--- src/pkg/bbf_pkg.sv ---
// Purpose: constants for the boot block flash host port controller
// Assumes: 200 MHz ref_clk
// Notes: times in ns, counts derived from the clock period
package bbf_pkg;
    // ****************************************
    // bus geometry
    // ****************************************
    localparam int BBF_ADDR_W = 18;
    localparam int BBF_DATA_W = 8;
    localparam int BBF_NUM_BLOCKS = 7;
    localparam int BBF_BLK_W = 3;
    localparam logic [17:0] BBF_ADDR_LAST = 18'h3_ffff;
    localparam logic [7:0] BBF_ERASED_BYTE = 8'hff;
    // ****************************************
    // timing
    // ****************************************
    localparam int BBF_CLK_PERIOD_NS = 5;
    localparam int BBF_ACCESS_TIME_NS = 45;
    localparam int BBF_WRITE_PULSE_NS = 40;
    localparam int BBF_SETUP_NS = 10;
    localparam int BBF_RESET_PULSE_MIN_TIME_NS = 500;
    localparam int BBF_RESET_RECOVERY_TIME_A_NS = 50;
    localparam int BBF_RESET_RECOVERY_TIME_B_NS = 50;
    localparam int BBF_ACCESS_CYC = (BBF_ACCESS_TIME_NS + BBF_CLK_PERIOD_NS - 1) / BBF_CLK_PERIOD_NS;
    localparam int BBF_WRITE_CYC = (BBF_WRITE_PULSE_NS + BBF_CLK_PERIOD_NS - 1) / BBF_CLK_PERIOD_NS;
    localparam int BBF_SETUP_CYC = (BBF_SETUP_NS + BBF_CLK_PERIOD_NS - 1) / BBF_CLK_PERIOD_NS;
    localparam int BBF_RESET_PULSE_CYC =
        (BBF_RESET_PULSE_MIN_TIME_NS + BBF_CLK_PERIOD_NS - 1) / BBF_CLK_PERIOD_NS;
    localparam int BBF_REC_A_CYC = (BBF_RESET_RECOVERY_TIME_A_NS + BBF_CLK_PERIOD_NS - 1) / BBF_CLK_PERIOD_NS;
    localparam int BBF_REC_B_CYC = (BBF_RESET_RECOVERY_TIME_B_NS + BBF_CLK_PERIOD_NS - 1) / BBF_CLK_PERIOD_NS;
    localparam int BBF_RECOVERY_CYC = (BBF_REC_A_CYC > BBF_REC_B_CYC) ? BBF_REC_A_CYC : BBF_REC_B_CYC;
    localparam int BBF_CNT_W = 8;
    // ****************************************
    // block map boundaries
    // ****************************************
    localparam logic [17:0] BBF_TOP_B1 = 18'h1_0000;
    localparam logic [17:0] BBF_TOP_B2 = 18'h2_0000;
    localparam logic [17:0] BBF_TOP_B3 = 18'h3_0000;
    localparam logic [17:0] BBF_TOP_B4 = 18'h3_8000;
    localparam logic [17:0] BBF_TOP_B5 = 18'h3_a000;
    localparam logic [17:0] BBF_TOP_B6 = 18'h3_c000;
    localparam logic [17:0] BBF_BOT_B1 = 18'h0_4000;
    localparam logic [17:0] BBF_BOT_B2 = 18'h0_6000;
    localparam logic [17:0] BBF_BOT_B3 = 18'h0_8000;
    localparam logic [17:0] BBF_BOT_B4 = 18'h1_0000;
    localparam logic [17:0] BBF_BOT_B5 = 18'h2_0000;
    localparam logic [17:0] BBF_BOT_B6 = 18'h3_0000;
    localparam logic [2:0] BBF_BLK0 = 3'h0;
    localparam logic [2:0] BBF_BLK1 = 3'h1;
    localparam logic [2:0] BBF_BLK2 = 3'h2;
    localparam logic [2:0] BBF_BLK3 = 3'h3;
    localparam logic [2:0] BBF_BLK4 = 3'h4;
    localparam logic [2:0] BBF_BLK5 = 3'h5;
    localparam logic [2:0] BBF_BLK6 = 3'h6;
    // ****************************************
    // sequencer states
    // ****************************************
    typedef enum logic [2:0] {
        BBF_RST_PULSE,
        BBF_RST_RECOVER,
        BBF_IDLE,
        BBF_RD_ACCESS,
        BBF_WR_SETUP,
        BBF_WR_PULSE,
        BBF_WR_HOLD
    } bbf_state_e;
endpackage : bbf_pkg

--- src/hdl/bbf_host.sv ---
// Purpose: host controller driving a byte-wide boot block flash over its async bus
// Assumes: user inputs synchronous to ref_clk; one request at a time
// Notes: device-side rules listed for reference; host keeps R7-R11
//
// Contract
// device holds 262144 bytes addressed by eighteen address lines
// device powers up in read mode, reading like a rom
// top boot map: 64K x3, 32K, 8K x2, 16K boot at top
// bottom boot map: 16K boot at zero, 8K x2, 32K, 64K x3
// each block erases alone, others unchanged
// device keeps per-block protection, refuses program/erase on protected blocks
// address selects read location or forms part of a write command
// device drives data on reads; host drives command byte on writes
// chip enable high makes device ignore all other pins
// output enable for reads, write enable for writes, one at a time
// host holds reset low minimum time, then waits longer recovery delay
// reset pin at high identification level unprotects all blocks
// variants without reset pin lack reset and unprotection
// unconnected reset pin acts as inactive high
// device ignores writes while supply below lockout level
// supply drop below lockout aborts running program or erase
// internal controller sequences program/erase; host sees completion and errors
// delivered array reads all ones
// read: address, chip and output enable low, write enable high
// write address captured on last falling edge of chip/write enable
// write data captured on first rising edge; output enable stays high
// invalid write sequence returns device to read mode
// hardware reset abandons partial commands, read mode after recovery
module bbf_host
    import bbf_pkg::*;
(
    input wire logic ref_clk,
    input wire logic rstn,
    input wire logic top_boot,
    input wire logic req_valid,
    input wire logic req_write,
    input wire logic [BBF_ADDR_W-1:0] req_addr,
    input wire logic [BBF_DATA_W-1:0] req_wdata,
    input wire logic hw_reset_req,
    output logic req_ready,
    output logic rsp_valid,
    output logic [BBF_DATA_W-1:0] rsp_rdata,
    output logic [BBF_BLK_W-1:0] rsp_block,
    output logic [BBF_ADDR_W-1:0] address_inputs,
    input wire logic [BBF_DATA_W-1:0] data_lines_in,
    output logic [BBF_DATA_W-1:0] data_lines_out,
    output logic data_lines_oe,
    output logic chip_enable_n,
    output logic output_enable_n,
    output logic write_enable_n,
    output logic reset_unprotect_pin_n
);
    // ****************************************
    // sequencer
    // ****************************************
    bbf_state_e state_reg;
    logic [BBF_CNT_W-1:0] cnt_reg;
    logic wr_reg;
    logic [BBF_BLK_W-1:0] blk_next;

    assign req_ready = (state_reg == BBF_IDLE) && !hw_reset_req;

    always_ff @(posedge ref_clk or negedge rstn) begin
        if (!rstn) begin
            state_reg <= BBF_RST_PULSE;
            cnt_reg <= '0;
        end else begin
            case (state_reg)
                BBF_RST_PULSE: begin
                    if (cnt_reg == BBF_CNT_W'(BBF_RESET_PULSE_CYC - 1)) begin
                        state_reg <= BBF_RST_RECOVER;
                        cnt_reg <= '0;
                    end else begin
                        cnt_reg <= cnt_reg + 1'b1;
                    end
                end
                BBF_RST_RECOVER: begin
                    if (cnt_reg == BBF_CNT_W'(BBF_RECOVERY_CYC - 1)) begin
                        state_reg <= BBF_IDLE;
                        cnt_reg <= '0;
                    end else begin
                        cnt_reg <= cnt_reg + 1'b1;
                    end
                end
                BBF_IDLE: begin
                    cnt_reg <= '0;
                    if (hw_reset_req) begin
                        state_reg <= BBF_RST_PULSE;
                    end else if (req_valid) begin
                        state_reg <= req_write ? BBF_WR_SETUP : BBF_RD_ACCESS;
                    end
                end
                BBF_RD_ACCESS: begin
                    if (cnt_reg == BBF_CNT_W'(BBF_ACCESS_CYC)) begin
                        state_reg <= BBF_IDLE;
                        cnt_reg <= '0;
                    end else begin
                        cnt_reg <= cnt_reg + 1'b1;
                    end
                end
                BBF_WR_SETUP: begin
                    if (cnt_reg == BBF_CNT_W'(BBF_SETUP_CYC - 1)) begin
                        state_reg <= BBF_WR_PULSE;
                        cnt_reg <= '0;
                    end else begin
                        cnt_reg <= cnt_reg + 1'b1;
                    end
                end
                BBF_WR_PULSE: begin
                    if (cnt_reg == BBF_CNT_W'(BBF_WRITE_CYC - 1)) begin
                        state_reg <= BBF_WR_HOLD;
                        cnt_reg <= '0;
                    end else begin
                        cnt_reg <= cnt_reg + 1'b1;
                    end
                end
                BBF_WR_HOLD: begin
                    if (cnt_reg == BBF_CNT_W'(BBF_SETUP_CYC - 1)) begin
                        state_reg <= BBF_IDLE;
                        cnt_reg <= '0;
                    end else begin
                        cnt_reg <= cnt_reg + 1'b1;
                    end
                end
                default: begin
                    state_reg <= BBF_RST_PULSE;
                    cnt_reg <= '0;
                end
            endcase
        end
    end

    // ****************************************
    // bus pins
    // ****************************************
    always_ff @(posedge ref_clk or negedge rstn) begin
        if (!rstn) begin
            address_inputs <= '0;
            data_lines_out <= '0;
            wr_reg <= 1'b0;
        end else if (state_reg == BBF_IDLE && req_valid && !hw_reset_req) begin
            address_inputs <= req_addr;
            data_lines_out <= req_wdata;
            wr_reg <= req_write;
        end
    end

    always_ff @(posedge ref_clk or negedge rstn) begin
        if (!rstn) begin
            chip_enable_n <= 1'b1;
            output_enable_n <= 1'b1;
            write_enable_n <= 1'b1;
            data_lines_oe <= 1'b0;
            reset_unprotect_pin_n <= 1'b0;
        end else begin
            reset_unprotect_pin_n <= !(state_reg == BBF_RST_PULSE && cnt_reg != BBF_CNT_W'(BBF_RESET_PULSE_CYC - 1))
                && !(state_reg == BBF_IDLE && hw_reset_req);
            case (state_reg)
                BBF_IDLE: begin
                    chip_enable_n <= !(req_valid && !hw_reset_req);
                    output_enable_n <= !(req_valid && !hw_reset_req && !req_write);
                    write_enable_n <= 1'b1;
                    data_lines_oe <= req_valid && !hw_reset_req && req_write;
                end
                BBF_RD_ACCESS: begin
                    if (cnt_reg == BBF_CNT_W'(BBF_ACCESS_CYC)) begin
                        chip_enable_n <= 1'b1;
                        output_enable_n <= 1'b1;
                    end
                end
                BBF_WR_SETUP: begin
                    // write enable falls last: address latched here
                    write_enable_n <= !(cnt_reg == BBF_CNT_W'(BBF_SETUP_CYC - 1));
                end
                BBF_WR_PULSE: begin
                    // write enable rises first: data latched here
                    if (cnt_reg == BBF_CNT_W'(BBF_WRITE_CYC - 1)) begin
                        write_enable_n <= 1'b1;
                    end
                end
                BBF_WR_HOLD: begin
                    if (cnt_reg == BBF_CNT_W'(BBF_SETUP_CYC - 1)) begin
                        chip_enable_n <= 1'b1;
                        data_lines_oe <= 1'b0;
                    end
                end
                default: begin
                    chip_enable_n <= 1'b1;
                    output_enable_n <= 1'b1;
                    write_enable_n <= 1'b1;
                    data_lines_oe <= 1'b0;
                end
            endcase
        end
    end

    // ****************************************
    // block decode of the request address
    // ****************************************
    always_comb begin
        blk_next = BBF_BLK0;
        if (top_boot) begin
            if (address_inputs >= BBF_TOP_B6) blk_next = BBF_BLK6;
            else if (address_inputs >= BBF_TOP_B5) blk_next = BBF_BLK5;
            else if (address_inputs >= BBF_TOP_B4) blk_next = BBF_BLK4;
            else if (address_inputs >= BBF_TOP_B3) blk_next = BBF_BLK3;
            else if (address_inputs >= BBF_TOP_B2) blk_next = BBF_BLK2;
            else if (address_inputs >= BBF_TOP_B1) blk_next = BBF_BLK1;
        end else begin
            if (address_inputs >= BBF_BOT_B6) blk_next = BBF_BLK6;
            else if (address_inputs >= BBF_BOT_B5) blk_next = BBF_BLK5;
            else if (address_inputs >= BBF_BOT_B4) blk_next = BBF_BLK4;
            else if (address_inputs >= BBF_BOT_B3) blk_next = BBF_BLK3;
            else if (address_inputs >= BBF_BOT_B2) blk_next = BBF_BLK2;
            else if (address_inputs >= BBF_BOT_B1) blk_next = BBF_BLK1;
        end
    end

    // ****************************************
    // response
    // ****************************************
    always_ff @(posedge ref_clk or negedge rstn) begin
        if (!rstn) begin
            rsp_valid <= 1'b0;
            rsp_rdata <= '0;
            rsp_block <= '0;
        end else begin
            rsp_valid <= 1'b0;
            if (state_reg == BBF_RD_ACCESS && cnt_reg == BBF_CNT_W'(BBF_ACCESS_CYC)) begin
                rsp_valid <= 1'b1;
                rsp_rdata <= data_lines_in;
                rsp_block <= blk_next;
            end else if (state_reg == BBF_WR_HOLD && cnt_reg == BBF_CNT_W'(BBF_SETUP_CYC - 1) && wr_reg) begin
                rsp_valid <= 1'b1;
                rsp_rdata <= '0;
                rsp_block <= blk_next;
            end
        end
    end
endmodule : bbf_host

--- config.mk ---
export PLATFORM = sky130hd
export DESIGN_NAME = bbf_host
export DESIGN_NICKNAME = d
export VERILOG_FILES = /design/src/pkg/bbf_pkg.sv /design/src/hdl/bbf_host.sv
export SDC_FILE = /design/constraint.sdc
export NUM_CORES = 1
export LEC_CHECK = 0
export ABC_AREA = 1
export CORE_AREA = 3 3 83 85
export DETAILED_ROUTE_END_ITERATION = 8
export DIE_AREA = 0 0 86 88
export DONT_BUFFER_PORTS = 1
export GPL_TIMING_DRIVEN = 0
export HOLD_SLACK_MARGIN = 0.05
export REMOVE_ABC_BUFFERS = 1
export SYNTH_ARGS = -nofsm -noshare
export SYNTH_HDL_FRONTEND = slang
export SYNTH_SLANG_ARGS = --single-unit
--- constraint.sdc ---
create_clock -name ref_clk -period 2.7 [get_ports ref_clk]
set_input_delay 0.54 -clock ref_clk [delete_from_list [all_inputs] [get_ports ref_clk]]
set_output_delay 0.54 -clock ref_clk [all_outputs]
set_load 0.005 [all_outputs]
==> results of run 1 <==
==> where the power goes <==
part	switching, mW	internal (mW)	total [mW]	leakage, nW
clock network	0.265	0.213	0.478	0.0489
registers	0.0149	0.840	0.854	0.658
logic	0.0317	0.0164	0.0481	0.831
==> cells in the final DEF (no fill, tap or decap), types with 2 or more instances in the layout <==
| cell type | instances |
|---|---|
| nand2_4 | 3 |
| nor2_8 | 3 |
| dfrtp_1 | 52 |
| nand2_1 | 130 |
| nand2_2 | 3 |
| nor2_4 | 7 |
| o21ai_0 | 8 |
| o211ai_1 | 3 |
| nand3_1 | 20 |
| xor2_1 | 3 |
| nand3_2 | 2 |
| a21oi_1 | 7 |
| nor2_1 | 15 |
| inv_2 | 7 |
| nor2_2 | 5 |
| ha_1 | 2 |
| nor3_1 | 2 |
| a31oi_1 | 8 |
| dfstp_2 | 3 |
| inv_1 | 19 |
| clkbuf_8 | 6 |
| nand4_1 | 2 |
| or2_2 | 2 |
==> metrics by stage <==
stage                     total power [mW]  utilization  setup WS, ns
final                                1.380       0.4646        0.8831
after CTS                            1.405       0.4630        0.8634
after global placement              0.8972       0.4435        0.9921
after floorplan                     0.8902            -         1.263
after global routing                 1.444       0.4646        0.7877
after detailed placement            0.8978       0.4435        0.9709
==> cell families (layout without fill, tap and decap cells) <==
kind of cell,Yosys count,in the layout,synth area share
AO/OA/AOI/OAI,32,32,0.07345
adder cells (fa/ha/maj),2,2,0.009123
AND/OR/NAND/NOR,196,196,0.3454
buffers and inverters,34,38,0.05931
XOR/XNOR,3,3,0.009582
flip-flops,55,55,0.5032
==> cell usage after synthesis <==
cell         n  share of area
nand2_1    130           0.18
dfrtp_1     52           0.47
nand3_1     20          0.036
inv_1       19          0.026
nor2_1      15          0.021
a31oi_1      8          0.018
o21ai_0      8          0.015
a21oi_1      7          0.013
inv_2        7         0.0096
nor2_4       7          0.029
nor2_2       5          0.011
buf_6        4          0.016
dfstp_2      3          0.029
nand2_2      3         0.0068
nand2_4      3          0.012
nor2_8       3          0.022
o211ai_1     3         0.0082
xor2_1       3         0.0096
buf_2        2         0.0036
ha_1         2         0.0091
nand3_2      2         0.0073
nand4_1      2         0.0046
nor3_1       2         0.0036
or2_2        2         0.0046
clkinv_1     1         0.0014
inv_4        1         0.0023
nand3_4      1         0.0064
nand3b_1     1         0.0027
o2111ai_1    1         0.0032
o21ai_1      1         0.0018
o21ai_2      1         0.0032
o21ai_4      1         0.0059
o21bai_1     1         0.0027
o31ai_1      1         0.0027
==> worst max path at each step <==
| stage | end | startpoint | cells past startpoint | slack, ns |
|---|---|---|---|---|
| floorplan | address_inputs[15] | state_reg[2] | 6 | 1.26 |
| global placement | address_inputs[17] | state_reg[2] | 7 | 0.99 |
| detailed placement | address_inputs[16] | state_reg[2] | 7 | 0.97 |
| CTS | req_ready | state_reg[2] | 3 | 0.86 |
| global route | address_inputs[16] | state_reg[2] | 7 | 0.79 |
| finish | req_ready | state_reg[2] | 3 | 0.88 |
==> cell type report <==
cell class              count  area (um^2)
inverters                  28        107.6
flip-flops and latches     55         1380
fillers                   631         3361
clock buffers               7        86.33
multi-input cells         233         1200
well taps                  77        96.34
repair buffers              2        37.54
clock inverters             1        8.758
==> worst reg2reg max path: cells and delay by family, from the launching register on <==
family | cells | cell delay, ns
buf+inv | 2 | 0.47
flops | 1 | 0.52
simple gates | 4 | 0.59
compound gates | 1 | 0.08
==> per-layer routing <==
metal	GRT usage	share of wire	up-vias
li1	-	-	1028
met1	0.1931	0.43	949
met2	0.2635	0.46	73
met3	0.06867	0.097	5
met4	0.03885	0.010	0
met5	0	0	-
==> flow_summary.json, run 1 <==
{
  "synthCells": 322,
  "cts_num_sinks": 55,
  "dp_cells": 393,
  "rsz0062_at_grt": "false",
  "crit_slowest_cell": "dfrtp_1",
  "dp_hpwl_mm": 4.139,
  "status": "complete, no violations",
  "p_leak_nw": 1.538,
  "cp_slowest_stage_delay_ns": 0.52,
  "overflow": 0,
  "slew_headroom": 0.7446,
  "area_delta_synth_final_pct": 6.341,
  "synth-seq-area-share": 0.5032,
  "drt_wl_total_mm": 5.653,
  "die_w_um": 86,
  "ys_warn_count": 0,
  "path_delay_family": "flip-flops",
  "place_area_um2": 2784,
  "crit_path_cell_trace": "inv_2 > nand3_4 > nor2_8",
  "h-tree-depth": 2,
  "cp.required_ns": 2.16,
  "num_antenna_cells": 0,
  "post_cts.repair.setup_buffers": 0,
  "cts.clk_slew.worst_paths_ns": 0.10,
  "cts_resized": 0,
  "core_area_um2": 6277,
  "reg2reg_from": "state_reg[2]",
  "drive_gt1_frac": 0.1442,
  "die_area_um2": 7568,
  "worst-path-buf-inv": 1,
  "grt_max_degree": 53,
  "via_per_inst": 5.099,
  "ir_drop_v": 0.0002198,
  "wl_per_cell_um": 14.03,
  "cts_hold_buf": 1,
  "finalMaxSlewViolations": 0,
  "vias": 2055,
  "dr.pass1.iters": 4,
  "path_class": "flop to output port",
  "largest_reg_flops": 18,
  "cts_tree": "done",
  "cp-end-kind": "output port",
  "grt_antenna_before_repair": 0,
  "worst_r2r_path_depth": 7,
  "cap_violations": 0,
  "drt_iter0_markers": 72,
  "route.detailed.drc": 0,
  "grt_pass1_wl_mm": 9.577,
  "fp.dieH_um": 88,
  "track_usage": 0.1595,
  "crit_arrival_ns": 1.28,
  "ys_types": 34,
  "synth_seq_cells": 55,
  "numCtsBuffers": 5,
  "io_buffers": 0,
  "grt_pass1_vias": 2055,
  "timing.rr.end": "address_inputs[16]",
  "clock_latency_ns": 0.31,
  "nNetsFinal": 367,
  "rows": 29,
  "ios": 84,
  "hold_violations": 0,
  "setup_viol": 0,
  "cp_max_fo": 7,
  "min_path_type": "primary input to asynchronous set/reset pin",
  "cts-root-buf": "clkbuf_8",
  "p_per_area_nw_per_um2": 473.3,
  "worst_pin_slew_ns": 0.3831,
  "postRouteAntennaNets": 0,
  "fin_area_um2": 2917,
  "place.gp.congestion": 0.8204,
  "rrSetupSlack_ns": 0.97,
  "syn_avg_cell_area_um2": 8.517,
  "cts_buffer_depth": 2,
  "start_kind": "flop",
  "start_util": 0.4369,
  "netlist_area_um2": 2743,
  "min_period_over_period": 0.6729,
  "fmax_mhz": 550.4,
  "tns_ns": 0,
  "period_needed_ns": 1.817,
  "top_register": "address_inputs",
  "final_cells": 403,
  "whs_ns": 0.07084,
  "clock_skew_ns": 0.01080
}
(Power assumes the default switching activity.)
==> inputs of run 2 (changes only) <==
--- a/config.mk
+++ b/config.mk
@@ -5,10 +5,10 @@
 export SDC_FILE = /design/constraint.sdc
 export NUM_CORES = 1
 export LEC_CHECK = 0
-export ABC_AREA = 1
-export CORE_AREA = 3 3 83 85
+export ABC_AREA = 0
+export CORE_AREA = 3 3 78 80
 export DETAILED_ROUTE_END_ITERATION = 8
-export DIE_AREA = 0 0 86 88
+export DIE_AREA = 0 0 81 83
 export DONT_BUFFER_PORTS = 1
 export GPL_TIMING_DRIVEN = 0
 export HOLD_SLACK_MARGIN = 0.05
==> constraint.sdc (replaced) <==
create_clock -name ref_clk -period 1.5 [get_ports ref_clk]
set_input_delay 0.3 -clock ref_clk [delete_from_list [all_inputs] [get_ports ref_clk]]
set_output_delay 0.3 -clock ref_clk [all_outputs]
set_load 0.005 [all_outputs]
==> run 2 against run 1 <==
Net effect: routed wire length is 5.1% higher; die area is 11% lower; area after synthesis is 11% lower; flip-flop and latch count stayed put; final area is 6.3% higher; sequential power grew to 3.2 times the previous value; combinational power grew to 51 times the previous value; critical path depth is 3 higher; critical endpoint is now state_reg[2]; non-clock buffer count is 25 higher; the run now ends with hold timing, setup timing left; utilization is 10 points higher; register-to-register slack worse by 1.6 ns; clock power is 65% higher.
==> flow_summary.json, run 2 <==
{
  "clock_latency_ns": 0.30,
  "crit_arrival_ns": 2.28,
  "final_common_cell": "dfrtp_1",
  "min_path_type": "primary input to asynchronous set/reset pin",
  "ys_types": 41,
  "drt_iter0_markers": 62,
  "die_w_um": 81,
  "io_buffers": 0,
  "n_fill_cell": 460,
  "grt_max_degree": 56,
  "cts.clk_slew.worst_paths_ns": 0.09,
  "timing.rr.end": "state_reg[2]",
  "p_total_mw": 5.948,
  "drt_wl_total_mm": 5.942,
  "cp-end-kind": "flop",
  "synth_top_family_by_area": "multiplexers",
  "fin_ws_ns": -0.5938,
  "ys_warn_count": 0,
  "clock_skew_ns": 0.004271,
  "yosysMostFrequentCell": "dfrtp_1",
  "track_usage": 0.1701,
  "postRouteAntennaNets": 0,
  "grt_pass1_vias": 1777,
  "synth_ff_type": "dfrtp_1",
  "violations": "hold timing, setup timing",
  "async_flop_share": 1.000,
  "whs_ns": -0.3181,
  "grt_antenna_before_repair": 0,
  "rows": 27,
  "final_cell_mix": "48 x dfrtp_1, 22 x mux2_2, 17 x buf_4",
  "die_area_um2": 6723,
  "status": "complete, but fails checks",
  "synth_top_area_cell": "dfrtp_1",
  "finalMaxSlewViolations": 0,
  "synth_edf_count": 0,
  "synth_compound_area_frac": 0.1272,
  "synth_area_leaders": "dfrtp_1 53%, mux2_2 11%, dfstp_2 3.2%, a22o_1 2.9%, o21ai_0 2.5%",
  "syn_avg_cell_area_um2": 12.01,
  "area_delta_synth_final_pct": 27.19,
  "hold_violations": 55,
  "synthXorXnorAreaFrac": 0.02155,
  "synth_seq_cells": 55,
  "netlist_area_um2": 2439,
  "p_per_area_nw_per_um2": 1918,
  "cp_max_fo": 3,
  "path_class": "flop to flop",
  "worst_pin_slew_ns": 0.2911,
  "largest_reg_flops": 18,
  "grt_pass1_wl_mm": 8.907,
  "muxShareOfSynthArea": 0.1293,
  "synth-simple-area-share": 0.1180,
  "dr.pass1.iters": 4,
  "cts-root-buf": "clkbuf_8",
  "cp.required_ns": 1.69,
  "cap_violations": 0,
  "synth_top_area_frac": 0.5336,
  "rsz0062_at_grt": "true",
  "dp_slack_ns": -1.195,
  "fmax_mhz": 477.6,
  "p_leak_nw": 1.305,
  "num_antenna_cells": 0,
  "nNetsFinal": 274,
  "core_area_um2": 5473,
  "synth_adder_area_share": 0.01026,
  "via_per_inst": 5.754,
  "slew_headroom": 0.8045,
  "reg2reg_from": "cnt_reg[4]",
  "route.detailed.drc": 0,
  "synth_common_cells": "52 x dfrtp_1, 23 x mux2_2, 15 x nor2_1",
  "overflow": 0,
  "numCtsBuffers": 5,
  "setup_viol": 38,
  "place.gp.congestion": 0.8306,
  "drive_gt1_frac": 0.4549,
  "ios": 84,
  "ir_drop_v": 0.0008083,
  "start_util": 0.4456,
  "dp_hpwl_mm": 3.326,
  "worst_r2r_path_depth": 6,
  "rrSetupSlack_ns": -0.59,
  "synth-seq-area-share": 0.5659,
  "cts_buffer_depth": 2,
  "start_kind": "flop",
  "h-tree-depth": 2,
  "min_period_over_period": 1.396,
  "top_register": "address_inputs",
  "fp.dieH_um": 83,
  "period_needed_ns": 2.094,
  "vias": 1755,
  "cts_tree": "done",
  "wl_per_cell_um": 19.48,
  "synthCells": 203,
  "cts_num_sinks": 55
}
==> run 2: timing repair <==
action	in CTS	in global routing
endpoints found under the hold margin	55	55
pin swaps	23	20
endpoints found under the setup margin	55	56
resized for setup	43	31
setup buffers	23	6
cloned	1	3
==> run 2: routing by layer <==
| metal | GRT usage | vias to the layer above | wire length (um) |
|---|---|---|---|
| met3 | 0.06074 | 16 | 436 |
| met5 | 0 | - | 0 |
| li1 | - | 781 | - |
| met4 | 0.07220 | 0 | 155 |
| met2 | 0.2830 | 77 | 3124 |
| met1 | 0.1942 | 881 | 2225 |
==> run 2: cell type report <==
type	count	area, um^2	area share
clock buffers	7	76.32	0.02461
clock inverters	1	8.758	0.002824
inverters	6	35.03	0.01129
multi-input cells	137	1257	0.4054
flip-flops and latches	55	1385	0.4466
well taps	72	90.09	0.02904
repair buffers	27	249.0	0.08027
==> run 2: worst max-delay path by stage <==
stage / startpoint / endpoint / slack, ns / cells past startpoint
2_1_floorplan: state_reg[2] / address_inputs[5] / -0.69 / 4
4_1_cts: cnt_reg[5] / state_reg[1] / -0.60 / 5
3_3_place_gp: state_reg[2] / address_inputs[7] / -1.04 / 4
5_1_grt: cnt_reg[5] / rsp_rdata[7] / -0.65 / 7
3_5_place_dp: state_reg[2] / address_inputs[7] / -1.19 / 4
6_report: cnt_reg[4] / state_reg[2] / -0.59 / 6
==> run 2: cell families (layout without fill, tap and decap cells) <==
family	after synthesis	count (layout)
DFF	55	55
xor gates and xnor gates	6	6
buffers and inverters	15	41
AOI/OAI and AO/OA	43	43
and+or+nand+nor	54	58
adders and majority gates	2	2
muxes	28	28
==> run 2: worst max-delay path: stages, from the launching register on <==
cell and delay [ns]:
dfrtp_1 0.41, buf_6 0.13, or4b_4 0.55, o21ba_4 0.23, a22oi_4 0.23, o211ai_4 0.12, mux2_4 0.31
==> run 2: per-stage QoR <==
| step | cell area, um^2 | util | setup TNS, ns | cells |
|---|---|---|---|---|
| 2_1_floorplan | 2394 | - | -26.54 | 194 |
| 3_3_place_gp | 2484 | 0.4538 | -39.95 | 266 |
| 3_5_place_dp | 2484 | 0.4538 | -44.72 | 266 |
| 4_1_cts | 2903 | 0.5304 | -12.37 | 298 |
| 5_1_grt | 3102 | 0.5668 | -14.67 | 305 |
| 6_report | 3102 | 0.5668 | -12.28 | 305 |
==> run 2: power breakdown <==
part / switching, mW / total, mW / internal (mW)
clock: 0.451 / 0.788 / 0.337
combinational: 1.15 / 2.46 / 1.31
sequential: 0.585 / 2.70 / 2.11
total: 2.18 / 5.95 / 3.76
==> inputs of run 3 (changes only) <==
--- a/config.mk
+++ b/config.mk
@@ -6,12 +6,13 @@
 export NUM_CORES = 1
 export LEC_CHECK = 0
 export ABC_AREA = 0
-export CORE_AREA = 3 3 78 80
+export CORE_AREA = 3 3 71 73
 export DETAILED_ROUTE_END_ITERATION = 8
-export DIE_AREA = 0 0 81 83
+export DIE_AREA = 0 0 74 76
 export DONT_BUFFER_PORTS = 1
 export GPL_TIMING_DRIVEN = 0
 export HOLD_SLACK_MARGIN = 0.05
+export PLACE_DENSITY = 0.71
 export REMOVE_ABC_BUFFERS = 1
 export SYNTH_ARGS = -nofsm -noshare
 export SYNTH_HDL_FRONTEND = slang
==> run 3 against run 2 <==
Net effect: the run still ends with hold timing, setup timing left; die area is 16% lower; utilization increased by 10 points; routed wire length shrank 1.4%; first-iteration DRC count up 56%; non-clock buffer count is 6 lower; global-route usage rose by 2.2 points; final area is 4.8% lower; clock-buffer cell count fell by 1; sequential share of layout area increased by 2.3 points; fmax grew 0.34%; highest routed layer unchanged.
==> flow_summary.json, run 3 (same netlist as run 2, synthesis figures left out) <==
{
  "drive_gt1_frac": 0.3805,
  "cp.required_ns": 1.70,
  "top_register": "address_inputs",
  "p_per_area_nw_per_um2": 2008,
  "p_comb_frac": 0.344,
  "h-tree-depth": 2,
  "io_buffers": 0,
  "grt_pass1_vias": 1691,
  "overflow": 0,
  "setup_viol": 54,
  "dp_slack_ns": -1.131,
  "die_w_um": 74,
  "cts_buffer_depth": 2,
  "nNetsFinal": 267,
  "rows": 24,
  "wl_per_cell_um": 21.07,
  "grt_max_degree": 56,
  "multi_input_area_um2": 1161,
  "status": "complete, but fails checks",
  "place.gp.congestion": 0.8972,
  "track_usage": 0.1918,
  "fin_ws_ns": -0.5868,
  "violations": "hold timing, setup timing",
  "clockPowerShare": 0.192,
  "route.detailed.drc": 0,
  "grt_pass1_wl_mm": 8.418,
  "vias": 1699,
  "drt_iter0_markers": 97,
  "crit_arrival_ns": 2.29,
  "grt_antenna_before_repair": 0,
  "min_period_over_period": 1.391,
  "worst_pin_slew_ns": 0.3225,
  "slew_headroom": 0.7843,
  "finalMaxSlewViolations": 0,
  "cp-end-kind": "flop",
  "period_needed_ns": 2.087,
  "ios": 84,
  "p_seq_frac": 0.464,
  "fp.dieH_um": 76,
  "final_cells": 278,
  "rrSetupSlack_ns": -0.59,
  "final_cell_mix": "48 x dfrtp_1, 23 x mux2_2, 19 x buf_4",
  "drt_wl_total_mm": 5.858,
  "numCtsBuffers": 5,
  "start_util": 0.5524,
  "cts_num_sinks": 55,
  "cts-root-buf": "clkbuf_8",
  "cp_max_fo": 3,
  "cap_violations": 0,
  "die_area_um2": 5624,
  "p_sw_mw": 2.042,
  "hold_violations": 55,
  "clock_skew_ns": 0.009676,
  "regArea_um2": 1385,
  "dp_hpwl_mm": 3.477,
  "start_kind": "flop",
  "min_path_type": "primary input to asynchronous set/reset pin",
  "whs_ns": -0.3292,
  "postRouteAntennaNets": 0,
  "core_area_um2": 4414,
  "sw_frac_of_total": 0.3446,
  "num_antenna_cells": 0,
  "clock_latency_ns": 0.31,
  "cell_internal_pwr_mw": 3.883,
  "dp_cells": 246,
  "path_class": "flop to flop",
  "final_common_cell": "dfrtp_1",
  "dr.pass1.iters": 4,
  "ir_drop_v": 0.001067,
  "via_per_inst": 6.112,
  "largest_reg_flops": 18,
  "cts.clk_slew.worst_paths_ns": 0.10,
  "cts_tree": "done",
  "rsz0062_at_grt": "true",
  "fmax_mhz": 479.2,
  "n_fill_cell": 320,
  "area_delta_synth_final_pct": 21.04,
  "p_leak_nw": 1.294
}
-- run 3: cell type report --
| type | instances | share of cell area |
|---|---|---|
| clock buffers | 6 | 0.02459 |
| clock inverters | 2 | 0.02035 |
| inverters | 6 | 0.01187 |
| multi-input cells | 136 | 0.3934 |
| flip-flops and latches | 55 | 0.4693 |
| well taps | 52 | 0.02204 |
| repair buffers | 21 | 0.05850 |
-- run 3: worst paths after layout --
path                                  start  cells past startpoint       endpoint
hold / removal                         rstn                      0     cnt_reg[2]
min in group ref_clk       data_lines_in[2]                      1   rsp_rdata[2]
setup reg to reg                 cnt_reg[5]                      5   state_reg[1]
hold reg to reg                      wr_reg                      2         wr_reg
setup / recovery                 cnt_reg[5]                      5   state_reg[1]
max in group asynchronous              rstn                      0  chip_enable_n
-- run 3: through the flow --
stage	setup TNS, ns	power (mW)	util	area (um^2)
2_1_floorplan	-26.54	3.743	-	2394
3_3_place_gp	-38.87	4.051	0.5570	2459
3_5_place_dp	-43.01	4.167	0.5570	2459
4_1_cts	-27.83	5.463	0.6088	2688
5_1_grt	-17.04	6.288	0.6687	2952
6_report	-13.92	5.926	0.6687	2952
-- run 3: routing by layer --
layer	vias up	global-route usage	routed length [um]	share of wire
li1	764	-	-	-
met1	854	0.2406	2248	0.38
met2	72	0.2996	3063	0.52
met3	9	0.08047	470	0.080
met4	0	0.05797	75	0.013
met5	-	0	0	0
-- run 3: power groups by stage --
| stage | clock network, mW | logic [mW] | registers, mW |
|---|---|---|---|
| 4_1_cts | 1.15 | 1.51 | 2.80 |
| 3_5_place_dp | 0 | 1.36 | 2.81 |
| 2_1_floorplan | 0 | 1.15 | 2.60 |
| 5_1_grt | 1.21 | 2.23 | 2.84 |
| 6_report | 1.14 | 2.04 | 2.75 |
| 3_3_place_gp | 0 | 1.28 | 2.77 |
-- run 3: critical path, cell delays in order (launching register included) --
cell      delay, ns
dfrtp_1        0.41
or4_4          0.55
or3_4          0.40
a22oi_4        0.20
o211ai_4       0.13
mux2_4         0.31
-- run 3: what timing repair did --
| item | 4_1_cts | 5_1_grt |
|---|---|---|
| hold endpoints to repair | 55 | 56 |
| pin swaps | 7 | 11 |
| buffers inserted | 6 | 14 |
| setup endpoints to repair | 55 | 56 |
| gates resized for setup | 13 | 24 |
| cloned | 0 | 3 |
